$ cat config.mk
export PLATFORM = sky130hd
export DESIGN_NAME = dhc_unit
export DESIGN_NICKNAME = d
export VERILOG_FILES = /design/src/design/dhc_pkg.sv /design/src/design/dhc_unit.sv
export SDC_FILE = /design/constraint.sdc
export NUM_CORES = 1
export LEC_CHECK = 0
export BUFFER_PORTS_ARGS = -buffer_cell sky130_fd_sc_hd__buf_2
export CORE_UTILIZATION = 50
export DETAILED_ROUTE_END_ITERATION = 8
export GPL_TIMING_DRIVEN = 0
export PLACE_DENSITY = 0.8
export RECOVER_POWER = 50
export SKIP_LAST_GASP = 1
export SYNTH_ARGS = -nofsm -noshare
export SYNTH_HDL_FRONTEND = slang
export SYNTH_SLANG_ARGS = --single-unit
$ cat constraint.sdc
create_clock -name i_clk -period 2.1 [get_ports i_clk]
set_input_delay 0.42 -clock i_clk [delete_from_list [all_inputs] [get_ports i_clk]]
set_output_delay 0.42 -clock i_clk [all_outputs]
set_load 0.02 [all_outputs]
$ cat src/design/dhc_pkg.sv
// Purpose: Shared constants and carriers for the debug port hardware-command unit
// Assumes: 100 MHz system clock
// Notes:   Opcodes, timing and command carriers live here
`default_nettype none
package dhc_pkg;

    // Command opcodes
    localparam logic [7:0] DHC_OP_HALT       = 8'h90;
    localparam logic [7:0] DHC_OP_ACK_ON     = 8'hd5;
    localparam logic [7:0] DHC_OP_ACK_OFF    = 8'hd6;
    localparam logic [7:0] DHC_OP_DS_BFETCH  = 8'he4;
    localparam logic [7:0] DHC_OP_DS_WFETCH  = 8'hec;
    localparam logic [7:0] DHC_OP_MEM_BFETCH = 8'he0;
    localparam logic [7:0] DHC_OP_MEM_WFETCH = 8'he8;
    localparam logic [7:0] DHC_OP_DS_BSTORE  = 8'hc4;
    localparam logic [7:0] DHC_OP_DS_WSTORE  = 8'hcc;
    localparam logic [7:0] DHC_OP_MEM_BSTORE = 8'hc0;

    // Idle-cycle wait before the CPU is frozen, in clock cycles
    localparam int         DHC_IDLE_WAIT     = 128;
    localparam logic [7:0] DHC_IDLE_WAIT_W   = 8'(DHC_IDLE_WAIT - 1);

    // Byte lane masks
    localparam logic [1:0] DHC_LANE_HI       = 2'h2;
    localparam logic [1:0] DHC_LANE_LO       = 2'h1;
    localparam logic [1:0] DHC_LANE_BOTH     = 2'h3;

    // Opcode and address bit positions used by the decode
    localparam int         DHC_OPB_FETCH     = 5; // Set for fetches, clear for stores
    localparam int         DHC_OPB_WORD      = 3; // Word-wide access
    localparam int         DHC_OPB_DS        = 2; // Debug register space
    localparam int         DHC_ADDR_ODD      = 0; // Address bit that picks the lane

    // Decoded command from the serial front end
    typedef struct packed {
        logic [7:0]  opcode;
        logic [15:0] addr;
        logic [15:0] wdata;
    } dhc_cmd_t;

    // One system bus access
    typedef struct packed {
        logic        write;
        logic        dbg_space;
        logic [1:0]  lanes;
        logic [15:0] addr;
        logic [15:0] wdata;
    } dhc_bus_req_t;

endpackage : dhc_pkg

`default_nettype wire

$ cat src/design/dhc_unit.sv
// Purpose: Executes decoded hardware commands of the single-wire debug port
// Assumes: Serial deframing is outside; commands arrive as a valid pulse
// Notes:   Steals idle bus cycles, freezes CPU when needed, drives ack request
`timescale 1ns/1ps
`default_nettype none

// Functional notes
// RQ1: Wait 128 cycles for idle, then freeze
// RQ2: Single-cycle access in idle cycle never freezes
// RQ3: Multi-cycle access keeps CPU frozen throughout
// RQ4: Commands run in and out of halt
// RQ5: Debug space mapped only during its cycle
// RQ6: E4/EC fetch from debug register space
// RQ7: E0/E8 fetch from system memory
// RQ8: 90 halts if firmware enabled; ack after
// RQ9: D5 enables handshake, then acks
// RQ10: D6 disables handshake, no ack
// RQ11: C4 stores byte with debug space in
// RQ12: CC word store, host gives aligned address
// RQ13: C0 stores byte with debug space out
// RQ14: Odd address low byte, even high byte
// RQ15: Resync discards partial command, soft reset
// RQ16: After resync, next edge starts anew
// RQ17: Resync also cancels pending ack
// RQ18: Badly received command gets no ack
// RQ19: Host treats missing ack as failure
module dhc_unit #(
    parameter int WAIT_CYCLES = dhc_pkg::DHC_IDLE_WAIT
) (
    // Clock and reset
    input  wire logic                  i_clk,
    input  wire logic                  i_nrst,
    // Command from serial front end
    input  wire logic                  i_cmd_valid,
    input  wire logic                  i_cmd_err,
    input  wire dhc_pkg::dhc_cmd_t     i_cmd,
    input  wire logic                  i_resync,
    output logic                       o_busy,
    output logic                       o_rdata_valid,
    output logic [15:0]                o_rdata,
    output logic                       o_ack_req,
    output logic                       o_ack_en,
    // CPU and bus arbitration
    input  wire logic                  i_bus_idle,
    input  wire logic                  i_fw_enabled,
    input  wire logic                  i_halted,
    output logic                       o_halt_req,
    output logic                       o_cpu_freeze,
    // System bus master port
    output logic                       o_bus_valid,
    output dhc_pkg::dhc_bus_req_t      o_bus_req,
    input  wire logic                  i_bus_done,
    input  wire logic                  i_bus_multi,
    input  wire logic [15:0]           i_bus_rdata
);
    import dhc_pkg::*;

    // Elaboration check; the seek counter is eight bits wide
    if (WAIT_CYCLES < 1 || WAIT_CYCLES > 256)
    begin : g_bad_wait
        $error("WAIT_CYCLES must be 1..256");
    end

    localparam logic [7:0] WAIT_LAST = 8'(WAIT_CYCLES - 1);

    // One-hot states keep each state test to a single bit
    typedef enum logic [4:0] {
        DHC_IDLE   = 5'h01,
        DHC_SEEK   = 5'h02,
        DHC_ACCESS = 5'h04,
        DHC_HALTW  = 5'h08,
        DHC_DONE   = 5'h10
    } dhc_state_t;

    // Byte lane from address parity
    function automatic logic [1:0] byte_lanes(input logic [15:0] a);
        byte_lanes = a[DHC_ADDR_ODD] ? DHC_LANE_LO : DHC_LANE_HI; // [RQ14]
    endfunction : byte_lanes

    function automatic logic is_access(input logic [7:0] op);
        is_access = (op == DHC_OP_DS_BFETCH) || (op == DHC_OP_DS_WFETCH) ||
                    (op == DHC_OP_MEM_BFETCH) || (op == DHC_OP_MEM_WFETCH) ||
                    (op == DHC_OP_DS_BSTORE) || (op == DHC_OP_DS_WSTORE) ||
                    (op == DHC_OP_MEM_BSTORE);
    endfunction : is_access

    // Stores have the fetch bit clear
    function automatic logic op_is_store(input logic [7:0] op);
        op_is_store = !op[DHC_OPB_FETCH];
    endfunction : op_is_store

    // Debug register space select [RQ5]
    function automatic logic op_is_debug(input logic [7:0] op);
        op_is_debug = op[DHC_OPB_DS];
    endfunction : op_is_debug

    // Word-wide forms use both lanes
    function automatic logic op_is_word(input logic [7:0] op);
        op_is_word = op[DHC_OPB_WORD];
    endfunction : op_is_word

    // Registered state and helper decodes
    dhc_state_t   state_q;
    dhc_bus_req_t req_q;
    logic [7:0]   wait_q;
    logic         frz_q;
    logic         ack_en_q;
    logic         halt_q;
    logic [15:0]  rdata_q;
    logic         rvalid_q;
    logic         ackreq_q;
    logic         ack_due_q;
    logic         is_read;
    logic         grant;
    logic         take;
    logic         ds_map_q;

    // Fetch commands return data; stores only write
    assign is_read = ~req_q.write;
    // Idle cycle found, or CPU already frozen so the cycle is ours
    assign grant   = i_bus_idle | frz_q;
    // Command taken: idle, valid and cleanly received [RQ18]
    assign take    = (state_q == DHC_IDLE) && i_cmd_valid && !i_cmd_err;

    // Command sequencer; resync wins over everything [RQ15] [RQ16] [RQ17]
    // Errored commands are never taken, so they cannot earn an ack
    always_ff @(posedge i_clk or negedge i_nrst)
    begin
        if (!i_nrst)
            state_q <= DHC_IDLE;
        else if (i_resync)
            state_q <= DHC_IDLE; // [RQ15]
        else
        begin
            case (state_q)
                DHC_IDLE:
                    if (i_cmd_valid && !i_cmd_err) // [RQ4] [RQ18]
                    begin
                        if (is_access(i_cmd.opcode))
                            state_q <= DHC_SEEK;
                        else if (i_cmd.opcode == DHC_OP_HALT && i_fw_enabled)
                            state_q <= DHC_HALTW; // [RQ8]
                        else
                            state_q <= DHC_DONE;
                    end
                DHC_SEEK:
                    if (grant)
                        state_q <= DHC_ACCESS;
                DHC_ACCESS:
                    if (i_bus_done)
                        state_q <= DHC_DONE;
                DHC_HALTW:
                    if (i_halted)
                        state_q <= DHC_DONE;
                DHC_DONE:
                    state_q <= DHC_IDLE;
                default:
                    state_q <= DHC_IDLE;
            endcase
        end
    end

    // Latch the bus request when a command is taken
    always_ff @(posedge i_clk or negedge i_nrst)
    begin
        if (!i_nrst)
            req_q <= '0;
        else if (take)
        begin
            req_q.addr  <= i_cmd.addr;
            req_q.wdata <= i_cmd.wdata;
            req_q.write <= op_is_store(i_cmd.opcode); // Cx stores, Ex fetches
            // Debug space only for E4/EC/C4/CC [RQ6] [RQ7] [RQ11] [RQ13]
            req_q.dbg_space <= op_is_debug(i_cmd.opcode);
            // Word forms use both lanes; host aligns CC [RQ12]
            req_q.lanes <= op_is_word(i_cmd.opcode) ? DHC_LANE_BOTH
                                                    : byte_lanes(i_cmd.addr); // [RQ14]
        end
    end

    // Idle-cycle search counter; freeze after the wait expires [RQ1]
    // Saturates at the last count so a long stall cannot wrap it
    always_ff @(posedge i_clk or negedge i_nrst)
    begin
        if (!i_nrst)
            wait_q <= '0;
        else if (state_q != DHC_SEEK || i_resync)
            wait_q <= '0;
        else if (wait_q != WAIT_LAST)
            wait_q <= wait_q + 8'h01;
    end

    // CPU freeze: on timeout, or for a multi-cycle access [RQ1] [RQ2] [RQ3]
    // Dropped in DONE so the CPU resumes right after the access
    always_ff @(posedge i_clk or negedge i_nrst)
    begin
        if (!i_nrst)
            frz_q <= 1'b0;
        else if (i_resync || state_q == DHC_IDLE || state_q == DHC_DONE)
            frz_q <= 1'b0;
        else if (state_q == DHC_SEEK && wait_q == WAIT_LAST && !i_bus_idle)
            frz_q <= 1'b1; // [RQ1]
        else if (state_q == DHC_ACCESS && i_bus_multi && !i_bus_done)
            frz_q <= 1'b1; // [RQ3]
    end

    // Handshake enable flag [RQ9] [RQ10]
    always_ff @(posedge i_clk or negedge i_nrst)
    begin
        if (!i_nrst)
            ack_en_q <= 1'b0;
        else if (take && !i_resync)
        begin
            if (i_cmd.opcode == DHC_OP_ACK_ON)
                ack_en_q <= 1'b1; // [RQ9]
            else if (i_cmd.opcode == DHC_OP_ACK_OFF)
                ack_en_q <= 1'b0; // [RQ10]
        end
    end

    // Whether the command in flight earns an ack
    always_ff @(posedge i_clk or negedge i_nrst)
    begin
        if (!i_nrst)
            ack_due_q <= 1'b0;
        else if (i_resync)
            ack_due_q <= 1'b0; // [RQ17]
        else if (state_q == DHC_IDLE && i_cmd_valid)
            // Ack off and errored commands never ack; halt only if it will run
            ack_due_q <= !i_cmd_err && i_cmd.opcode != DHC_OP_ACK_OFF && // [RQ10] [RQ18]
                         (i_cmd.opcode != DHC_OP_HALT || i_fw_enabled); // [RQ8]
    end

    // Halt request held until the CPU reports halt [RQ8]
    always_ff @(posedge i_clk or negedge i_nrst)
    begin
        if (!i_nrst)
            halt_q <= 1'b0;
        else if (i_resync || i_halted)
            halt_q <= 1'b0;
        else if (take && i_cmd.opcode == DHC_OP_HALT && i_fw_enabled)
            halt_q <= 1'b1; // [RQ8]
    end

    // Read data capture
    // Data holds until the next fetch; the valid flag lasts one cycle
    always_ff @(posedge i_clk or negedge i_nrst)
    begin
        if (!i_nrst)
        begin
            rdata_q  <= '0;
            rvalid_q <= 1'b0;
        end
        else
        begin
            rvalid_q <= 1'b0;
            if (!i_resync && state_q == DHC_ACCESS && i_bus_done && is_read)
            begin
                rdata_q  <= i_bus_rdata; // [RQ6] [RQ7]
                rvalid_q <= 1'b1;
            end
        end
    end

    // Ack pulse request at completion, only with handshake on [RQ9] [RQ8]
    // Registered so the pulse cannot glitch; one cycle late is harmless
    always_ff @(posedge i_clk or negedge i_nrst)
    begin
        if (!i_nrst)
            ackreq_q <= 1'b0;
        else
            ackreq_q <= !i_resync && state_q == DHC_DONE && ack_due_q && ack_en_q;
    end

    // Debug map select from a flop, set exactly while in ACCESS [RQ5]
    always_ff @(posedge i_clk or negedge i_nrst)
    begin
        if (!i_nrst)
            ds_map_q <= 1'b0;
        else if (i_resync)
            ds_map_q <= 1'b0;
        else if (state_q == DHC_SEEK && grant)
            ds_map_q <= req_q.dbg_space; // [RQ5]
        else if (state_q == DHC_ACCESS && i_bus_done)
            ds_map_q <= 1'b0;
    end

    // Bus strobe only in the access state; debug space mapped just then [RQ5]
    assign o_bus_valid   = (state_q == DHC_ACCESS);
    always_comb
    begin
        o_bus_req           = req_q;
        o_bus_req.dbg_space = ds_map_q; // [RQ5]
    end

    // Freeze output: also the first steal cycle after timeout [RQ1] [RQ2]
    assign o_cpu_freeze  = frz_q;
    // Status and data outputs come straight from flops; busy is decoded from the state
    assign o_halt_req    = halt_q;
    assign o_busy        = (state_q != DHC_IDLE);
    assign o_rdata       = rdata_q;
    assign o_rdata_valid = rvalid_q;
    assign o_ack_req     = ackreq_q;
    assign o_ack_en      = ack_en_q;

endmodule : dhc_unit

`default_nettype wire

==> out/metrics.json, run 1 <==
{
  "synthesis": {
    "synth_top_cell_by_area": "sky130_fd_sc_hd__dfrtp_1",
    "post_synth_inst_count": 276,
    "syn_area_per_cell_um2": 12.8,
    "syn_nets": 343,
    "synth_edf_count": 0,
    "synth_top_cell_area_share_pct": 50.4,
    "synth.distinct_cells": 47,
    "ys_seq_elements": 72,
    "fraction_of_registers_with_async_set_reset_pct": 100,
    "post_synth_instance_area_um2": 3520,
    "yosysWarningCount": 0,
    "top_post_synthesis_cells_by_area": "sky130_fd_sc_hd__dfrtp_1, sky130_fd_sc_hd__mux2_4, sky130_fd_sc_hd__buf_4",
    "seq_area_frac_synth_pct": 51.2,
    "ys_dominant_reg_cell": "sky130_fd_sc_hd__dfrtp_1"
  },
  "die": {
    "initial_utilization_pct": 51.8,
    "num_rows": 30,
    "full_die_area_um2": 7380,
    "core_area_um2": 6790,
    "floorplan.die.width_um": 85.9,
    "die_h_um": 85.9,
    "num_io_pins": 125
  },
  "sta": {
    "slew_headroom_pct": -15.5,
    "pins_over_slew_limit": 73,
    "final_critical_path_setup_slack_ps": 55.6,
    "timing.final.setup_violations": 0,
    "tightest_slew_ps": 1730,
    "rsz0062_at_grt": "false",
    "final_hold_viol_count": 0,
    "final_min_period_over_clock_period_pct": 97.4,
    "min_period_ps": 2040,
    "clock_skew_ps": 9.87,
    "fmax_ghz": 0.489
  },
  "critical_path": {
    "crit_chain": "clkbuf_1, nor2b_2, nand3_1, or3_1, buf_6, buf_6, mux2_4",
    "endpoint_kind": "flip-flop",
    "max_stage_delay_ps": 370,
    "critPathKind": "flip-flop to flip-flop",
    "worst_ep_required_time_ps": 2330,
    "worst_path_max_delay_cell": "sky130_fd_sc_hd__dfrtp_1",
    "critPathLaunchType": "flip-flop",
    "worstPathArrival_ps": 2280,
    "worst-path-max-fanout": 10,
    "critical-path-top-cell-by-count": "sky130_fd_sc_hd__buf_6"
  },
  "global_routing": {
    "global_route.overflow_total": 0,
    "grt_pass1_vias": 2497,
    "grt_start_max_net_pins": 73,
    "grt_pass1_wl_um": 11300,
    "global_route.usage.total_pct": 19.8,
    "antenna_violations_before_repair": 0
  },
  "clock_network": {
    "cts.sink_count": 72,
    "cts_tree": "done",
    "root_buffer_cell": "sky130_fd_sc_hd__clkbuf_8",
    "htree_levels": 3,
    "cts_made_buffers": 9,
    "clk-insertion-delay-late_ps": 340,
    "worst_setup_hold_path_clk_slew_ps": 80,
    "clockBufferDepth": 2,
    "ctsHoldBuffers": 0
  },
  "job": {
    "maxCapViolCount": 1
  },
  "cells_and_area": {
    "antennaDiodeCount": 0,
    "multiInputGateArea_um2": 1360,
    "regArea_um2": 1800,
    "fill_cells": 540,
    "layoutNonFillerInstCount": 516,
    "drive_above_1_share_pct": 51.4,
    "final_common_cell": "sky130_fd_sc_hd__buf_2",
    "layout-area-overhead-vs-synth_pct": 28.0,
    "final_layout_net_count": 482,
    "final_cell_mix": "sky130_fd_sc_hd__buf_2, sky130_fd_sc_hd__dfrtp_1, sky130_fd_sc_hd__buf_4"
  },
  "place": {
    "dp_cells": 495,
    "gpl.final_weighted_congestion": 0.849,
    "io_buffer_count": 123,
    "place_worst_setup_slack_ps": -65.1,
    "detailed_place_hpwl_um": 5170
  },
  "detailed_routing": {
    "route.final.wire_length_um": 7120,
    "drt_pre_antenna_iters": 4,
    "routed-via-count": 2574,
    "detail_route.vias_per_cell": 4.99,
    "1st_iter_drt_viols": 122,
    "detail-route-antenna-nets": 0,
    "wl_per_cell_um": 13.8,
    "drc": 0
  },
  "status": {
    "status": "complete, but fails checks",
    "violations": "max-capacitance violations, max-slew violations"
  },
  "hold_path": {
    "min-delay-path-class": "input port to flip-flop"
  },
  "power": {
    "irDropWorstVdd_v": 0.000436,
    "design_power_total_mw": 4.04,
    "power.density_nw_per_um2": 896,
    "p_leak_nw": 2.29
  }
}
## state kept, by name, summed over array words and instances (netlist names)
name / flops
o_cpu_freeze: 1
ack_due_q: 1
state_q: 5
o_halt_req: 1
o_bus_req: 35
o_ack_req: 1
o_rdata: 16
o_rdata_valid: 1
wait_q: 8
req_q: 1
ds_map_q: 1
o_ack_en: 1
## cells in the mapped netlist (2+ instances only)
cell / n
sky130_fd_sc_hd__nand2_1: 6
sky130_fd_sc_hd__a21oi_1: 3
sky130_fd_sc_hd__o21a_1: 2
sky130_fd_sc_hd__nor3_1: 2
sky130_fd_sc_hd__o21ai_0: 6
sky130_fd_sc_hd__buf_6: 6
sky130_fd_sc_hd__nor2b_1: 6
sky130_fd_sc_hd__nor3_2: 2
sky130_fd_sc_hd__clkbuf_1: 2
sky130_fd_sc_hd__o2111ai_1: 2
sky130_fd_sc_hd__nor3b_1: 2
sky130_fd_sc_hd__nand3_1: 9
sky130_fd_sc_hd__or3_1: 2
sky130_fd_sc_hd__buf_4: 36
sky130_fd_sc_hd__xor2_1: 5
sky130_fd_sc_hd__and3_1: 4
sky130_fd_sc_hd__dfrtp_1: 71
sky130_fd_sc_hd__mux2_4: 35
sky130_fd_sc_hd__and4_1: 2
sky130_fd_sc_hd__mux2i_1: 3
sky130_fd_sc_hd__o31ai_1: 2
sky130_fd_sc_hd__nor4_1: 2
sky130_fd_sc_hd__nor2_1: 17
sky130_fd_sc_hd__o211ai_1: 2
sky130_fd_sc_hd__inv_1: 7
sky130_fd_sc_hd__nand4_1: 5
sky130_fd_sc_hd__mux2_2: 14
sky130_fd_sc_hd__or2_2: 2
## layout make-up
cell class	count	area share (%)
Buffer	45	7.77
Clock buffer	11	3.36
Clock inverter	5	1.75
Inverter	7	0.583
Multi-Input combinational cell	152	30.2
Sequential cell	72	40.0
Tap cell	96	2.66
Timing Repair Buffer	128	13.7
## per-layer routing
| metal | global-route usage (%) | part of all wire (%) | vias up | wire [um] |
|---|---|---|---|---|
| met4 | 6.21 | 1.3 | 0 | 94 |
| met2 | 33.8 | 51 | 94 | 3600 |
| met3 | 5.10 | 5.8 | 10 | 414 |
| li1 | - | - | 1222 | - |
| met5 | 0 | 0 | - | 0 |
| met1 | 24.5 | 42 | 1248 | 3010 |
## metrics by stage
stage	setup TNS (ps)	cell area (um2)	util [%]	hold slack [ps]
3_5_place_dp	-1470	4260	62.7	475
5_1_grt	0	4510	66.4	274
4_1_cts	0	4500	66.2	230
3_3_place_gp	0	4260	62.7	459
6_report	0	4510	66.4	276
2_1_floorplan	0	3520	-	124
## final timing paths
kind                                           start                        end  slack (ps)  cells past startpoint
setup / recovery              state_q[3]$_DFFE_PN0P_     o_rdata[7]$_DFFE_PN0P_          60                      7
hold / removal                             i_cmd[16]  o_bus_req[33]$_DFFE_PN0P_         280                      2
setup reg to reg              state_q[3]$_DFFE_PN0P_     o_rdata[7]$_DFFE_PN0P_          60                      7
hold reg to reg            o_bus_req[32]$_DFFE_PN0P_  o_bus_req[32]$_DFFE_PN0P_         490                      2
max in group asynchronous                     i_nrst      wait_q[7]$_DFFE_PN0P_         530                      1
min in group asynchronous                     i_nrst  o_bus_req[16]$_DFFE_PN0P_         530                      1
## cell families (layout without fill, tap and decap cells)
kind of cell / Yosys count / after routing / synth area share, %
flip-flops: 72 / 72 / 51.2
AND/OR/NAND/NOR: 66 / 66 / 10.6
multiplexers: 52 / 52 / 20.2
buffers and inverters: 52 / 196 / 10.7
AO/OA/AOI/OAI: 27 / 27 / 5.36
XOR/XNOR: 5 / 5 / 1.24
adder cells (fa/ha/maj): 2 / 2 / 0.639
## report_power, final
group / internal, mW / switching (mW)
registers: 1.57 / 0.114
logic: 0.613 / 0.505
clock network: 0.732 / 0.502
## timing repair
action	4_1_cts	5_1_grt
endpoints found under the setup margin	28	37
gates resized for setup	1	3
setup buffers	0	5
pin swaps	0	3
## critical path: cells and delay by family (launching register included)
kind	cells	cell delay [ps]
AND/OR/NAND/NOR	3	730
buffers and inverters	3	520
flip-flops	1	370
multiplexers	1	310
Power figures use the tool's default switching activity.
==> run 2: changes to the inputs <==
--- a/config.mk
+++ b/config.mk
@@ -6,6 +6,7 @@
 export NUM_CORES = 1
 export LEC_CHECK = 0
 export BUFFER_PORTS_ARGS = -buffer_cell sky130_fd_sc_hd__buf_2
+export CORE_ASPECT_RATIO = 0.75
 export CORE_UTILIZATION = 50
 export DETAILED_ROUTE_END_ITERATION = 8
 export GPL_TIMING_DRIVEN = 0
==> out/metrics.json, run 2 (synthesis results as in run 1) <==
{
  "status": {
    "status": "complete, but fails checks",
    "violations": "max-capacitance violations, max-slew violations"
  },
  "sta": {
    "clock_skew": {"value": 10.7, "unit": "ps", "change": "+0.832 ps"},
    "timing.setup.tns": {"value": 0, "unit": "ps", "change": "unchanged"},
    "final_min_period_over_clock_period": {"value": 96.4, "unit": "%", "change": "-0.92 points"},
    "final_hold_viol_count": {"value": 0, "change": "unchanged"},
    "timing.final.setup_violations": {"value": 0, "change": "unchanged"},
    "fmax": {"value": 0.494, "unit": "GHz", "change": "+0.95%"},
    "pins_over_slew_limit": {"value": 73, "change": "unchanged"},
    "slew_headroom": {"value": -17.7, "unit": "%", "change": "-2.2 points"},
    "tightest_slew": {"value": 1770, "unit": "ps", "change": "+32.3 ps"},
    "min_period": {"value": 2030, "unit": "ps", "change": "-19.3 ps"}
  },
  "critical_path": {
    "endpoint_kind": "output pin",
    "max_stage_delay": {"value": 650, "unit": "ps", "change": "+280 ps"},
    "worst_r2r_startpoint": "state_q[1]$_DFFE_PN0P_",
    "reg2reg_slack": {"value": 90, "unit": "ps", "change": "+30 ps"},
    "critPathLaunchType": "flip-flop",
    "worst_ep_required_time": {"value": 1680, "unit": "ps", "change": "-650 ps"},
    "worstPathArrival": {"value": 1610, "unit": "ps", "change": "-670 ps"},
    "critical_path.startpoint": "state_q[0]$_DFFE_PN1P_",
    "reg2reg_to": "o_rdata[6]$_DFFE_PN0P_",
    "critPathKind": "flip-flop to output pin",
    "crit_chain": "nor2b_2, nand2_1, buf_2",
    "worst_r2r_path_depth": {"value": 6, "change": "-1"},
    "worst_path_max_delay_cell": "sky130_fd_sc_hd__dfstp_2",
    "worst-path-max-fanout": {"value": 8, "change": "-2"}
  },
  "detailed_routing": {
    "drt_pre_antenna_iters": {"value": 4, "change": "unchanged"},
    "1st_iter_drt_viols": {"value": 83, "change": "-32%"},
    "drc": {"value": 0, "change": "unchanged"},
    "routed-via-count": {"value": 2521, "change": "-2.1%"},
    "route.final.wire_length": {"value": 7220, "unit": "um", "change": "+1.5%"},
    "detail-route-antenna-nets": {"value": 0, "change": "unchanged"},
    "detail_route.vias_per_cell": {"value": 5.02, "change": "+0.67%"},
    "wl_per_cell": {"value": 14.4, "unit": "um", "change": "+4.3%"}
  },
  "cells_and_area": {
    "final_layout_net_count": {"value": 480, "change": "-0.41%"},
    "largest_register_ffs": {"value": 35, "change": "unchanged"},
    "drive_above_1_share": {"value": 51.4, "unit": "%", "change": "about the same"},
    "final_common_cell": "sky130_fd_sc_hd__buf_2",
    "layoutNonFillerInstCount": {"value": 502, "change": "-2.7%"},
    "final_cell_mix": "sky130_fd_sc_hd__buf_2, sky130_fd_sc_hd__dfrtp_1, sky130_fd_sc_hd__buf_4",
    "layout-area-overhead-vs-synth_pct": 27.4,
    "antennaDiodeCount": {"value": 0, "change": "unchanged"}
  },
  "clock_network": {
    "clk-insertion-delay-late": {"value": 340, "unit": "ps", "change": "about the same"},
    "cts_made_buffers": {"value": 9, "change": "unchanged"},
    "cts.sink_count": {"value": 72, "change": "unchanged"},
    "ctsHoldBuffers": {"value": 0, "change": "unchanged"},
    "worst_setup_hold_path_clk_slew": {"value": 80, "unit": "ps", "change": "about the same"},
    "htree_levels": {"value": 3, "change": "unchanged"},
    "root_buffer_cell": "sky130_fd_sc_hd__clkbuf_8",
    "clockBufferDepth": {"value": 2, "change": "unchanged"},
    "cts_tree": "done"
  },
  "hold_path": {
    "min-delay-start": "i_cmd[16]",
    "hold_end": "o_bus_req[33]$_DFFE_PN0P_",
    "min_delay_path_depth": {"value": 2, "change": "unchanged"},
    "min-delay-path-class": "input port to flip-flop"
  },
  "die": {
    "num_io_pins": {"value": 125, "change": "unchanged"},
    "die_h": {"value": 74.7, "unit": "um", "change": "-13%"},
    "num_rows": {"value": 26, "change": "-13%"},
    "initial_utilization": {"value": 51.8, "unit": "%", "change": "about the same"},
    "floorplan.die.width": {"value": 98.9, "unit": "um", "change": "+15%"},
    "core_area": {"value": 6800, "unit": "um2", "change": "about the same"},
    "full_die_area": {"value": 7390, "unit": "um2", "change": "about the same"}
  },
  "place": {
    "io_buffer_count": {"value": 123, "change": "unchanged"},
    "detailed_place_hpwl": {"value": 5070, "unit": "um", "change": "-1.9%"},
    "dp_cells": {"value": 483, "change": "-2.4%"},
    "gpl.final_weighted_congestion": {"value": 0.789, "change": "-7.0%"}
  },
  "global_routing": {
    "global_route.overflow_total": {"value": 0, "change": "unchanged"},
    "global_route.usage.total": {"value": 20.4, "unit": "%", "change": "+0.61 points"},
    "grt_pass1_wl": {"value": 11500, "unit": "um", "change": "+1.3%"},
    "grt_pass1_vias": {"value": 2326, "change": "-6.8%"},
    "grt_start_max_net_pins": {"value": 73, "change": "unchanged"},
    "antenna_violations_before_repair": {"value": 0, "change": "unchanged"}
  },
  "power": {
    "power.density": {"value": 904, "unit": "nW/um2", "change": "+0.90%"},
    "p_leak": {"value": 2.28, "unit": "nW", "change": "-0.32%"},
    "design_power_total": {"value": 4.05, "unit": "mW", "change": "+0.39%"},
    "irDropWorstVdd": {"value": 0.000520, "unit": "V", "change": "+19%"}
  },
  "job": {
    "maxCapViolCount": {"value": 1, "change": "unchanged"}
  }
}
## run 2: layout make-up
class | count | area (um2)
clock inverter | 5 | 86.3
sequential | 72 | 1800
clock buffer | 11 | 141
timing repair buffer | 127 | 612
multi-input combinational | 152 | 1370
tap | 84 | 105
fill | 548 | 2310
buffer | 44 | 347
inverter | 7 | 26.3
## run 2: repair_timing
action / in CTS / in global routing
resized for setup: 2 / 3
endpoints found under the setup margin: 32 / 37
pin swaps: 0 / 2
setup buffers: 0 / 4
## run 2: worst max-delay path by stage
stage	to	cells after the start
CTS	o_rdata[6]$_DFFE_PN0P_	6
floorplan	o_bus_req[10]$_DFFE_PN0P_	5
detailed placement	o_bus_req[17]$_DFFE_PN0P_	6
global route	o_busy	3
finish	o_busy	3
global placement	o_rdata[10]$_DFFE_PN0P_	6
## run 2: power breakdown
part	leakage, nW	internal (mW)	total [mW]	switching [mW]
logic	1.25	0.613	1.12	0.511
registers	0.920	1.57	1.68	0.112
clock network	0.115	0.713	1.25	0.533
total	2.28	2.90	4.05	1.16
## run 2: critical path: cells and delay by family, from the launching register on
| family | cells | cell delay [ps] |
|---|---|---|
| buffers and inverters | 1 | 190 |
| DFF | 1 | 650 |
| and+or+nand+nor | 2 | 420 |
## run 2: routing by layer
metal	vias to the layer above	routed length, um	GRT usage, %
met5	-	0	0
met4	0	58	6.47
met3	6	489	5.20
met2	109	3280	31.5
met1	1188	3400	28.6
li1	1218	-	-
## run 2: through the flow
step	hold slack, ps	setup WS (ps)	instance area, um2	utilization, %
floorplan	124	200	3520	-
global placement	457	34.7	4240	62.4
detailed placement	466	-18.6	4250	62.4
CTS	226	3.01	4480	65.9
global route	264	-5.50	4490	66.0
finish	274	74.9	4490	66.0
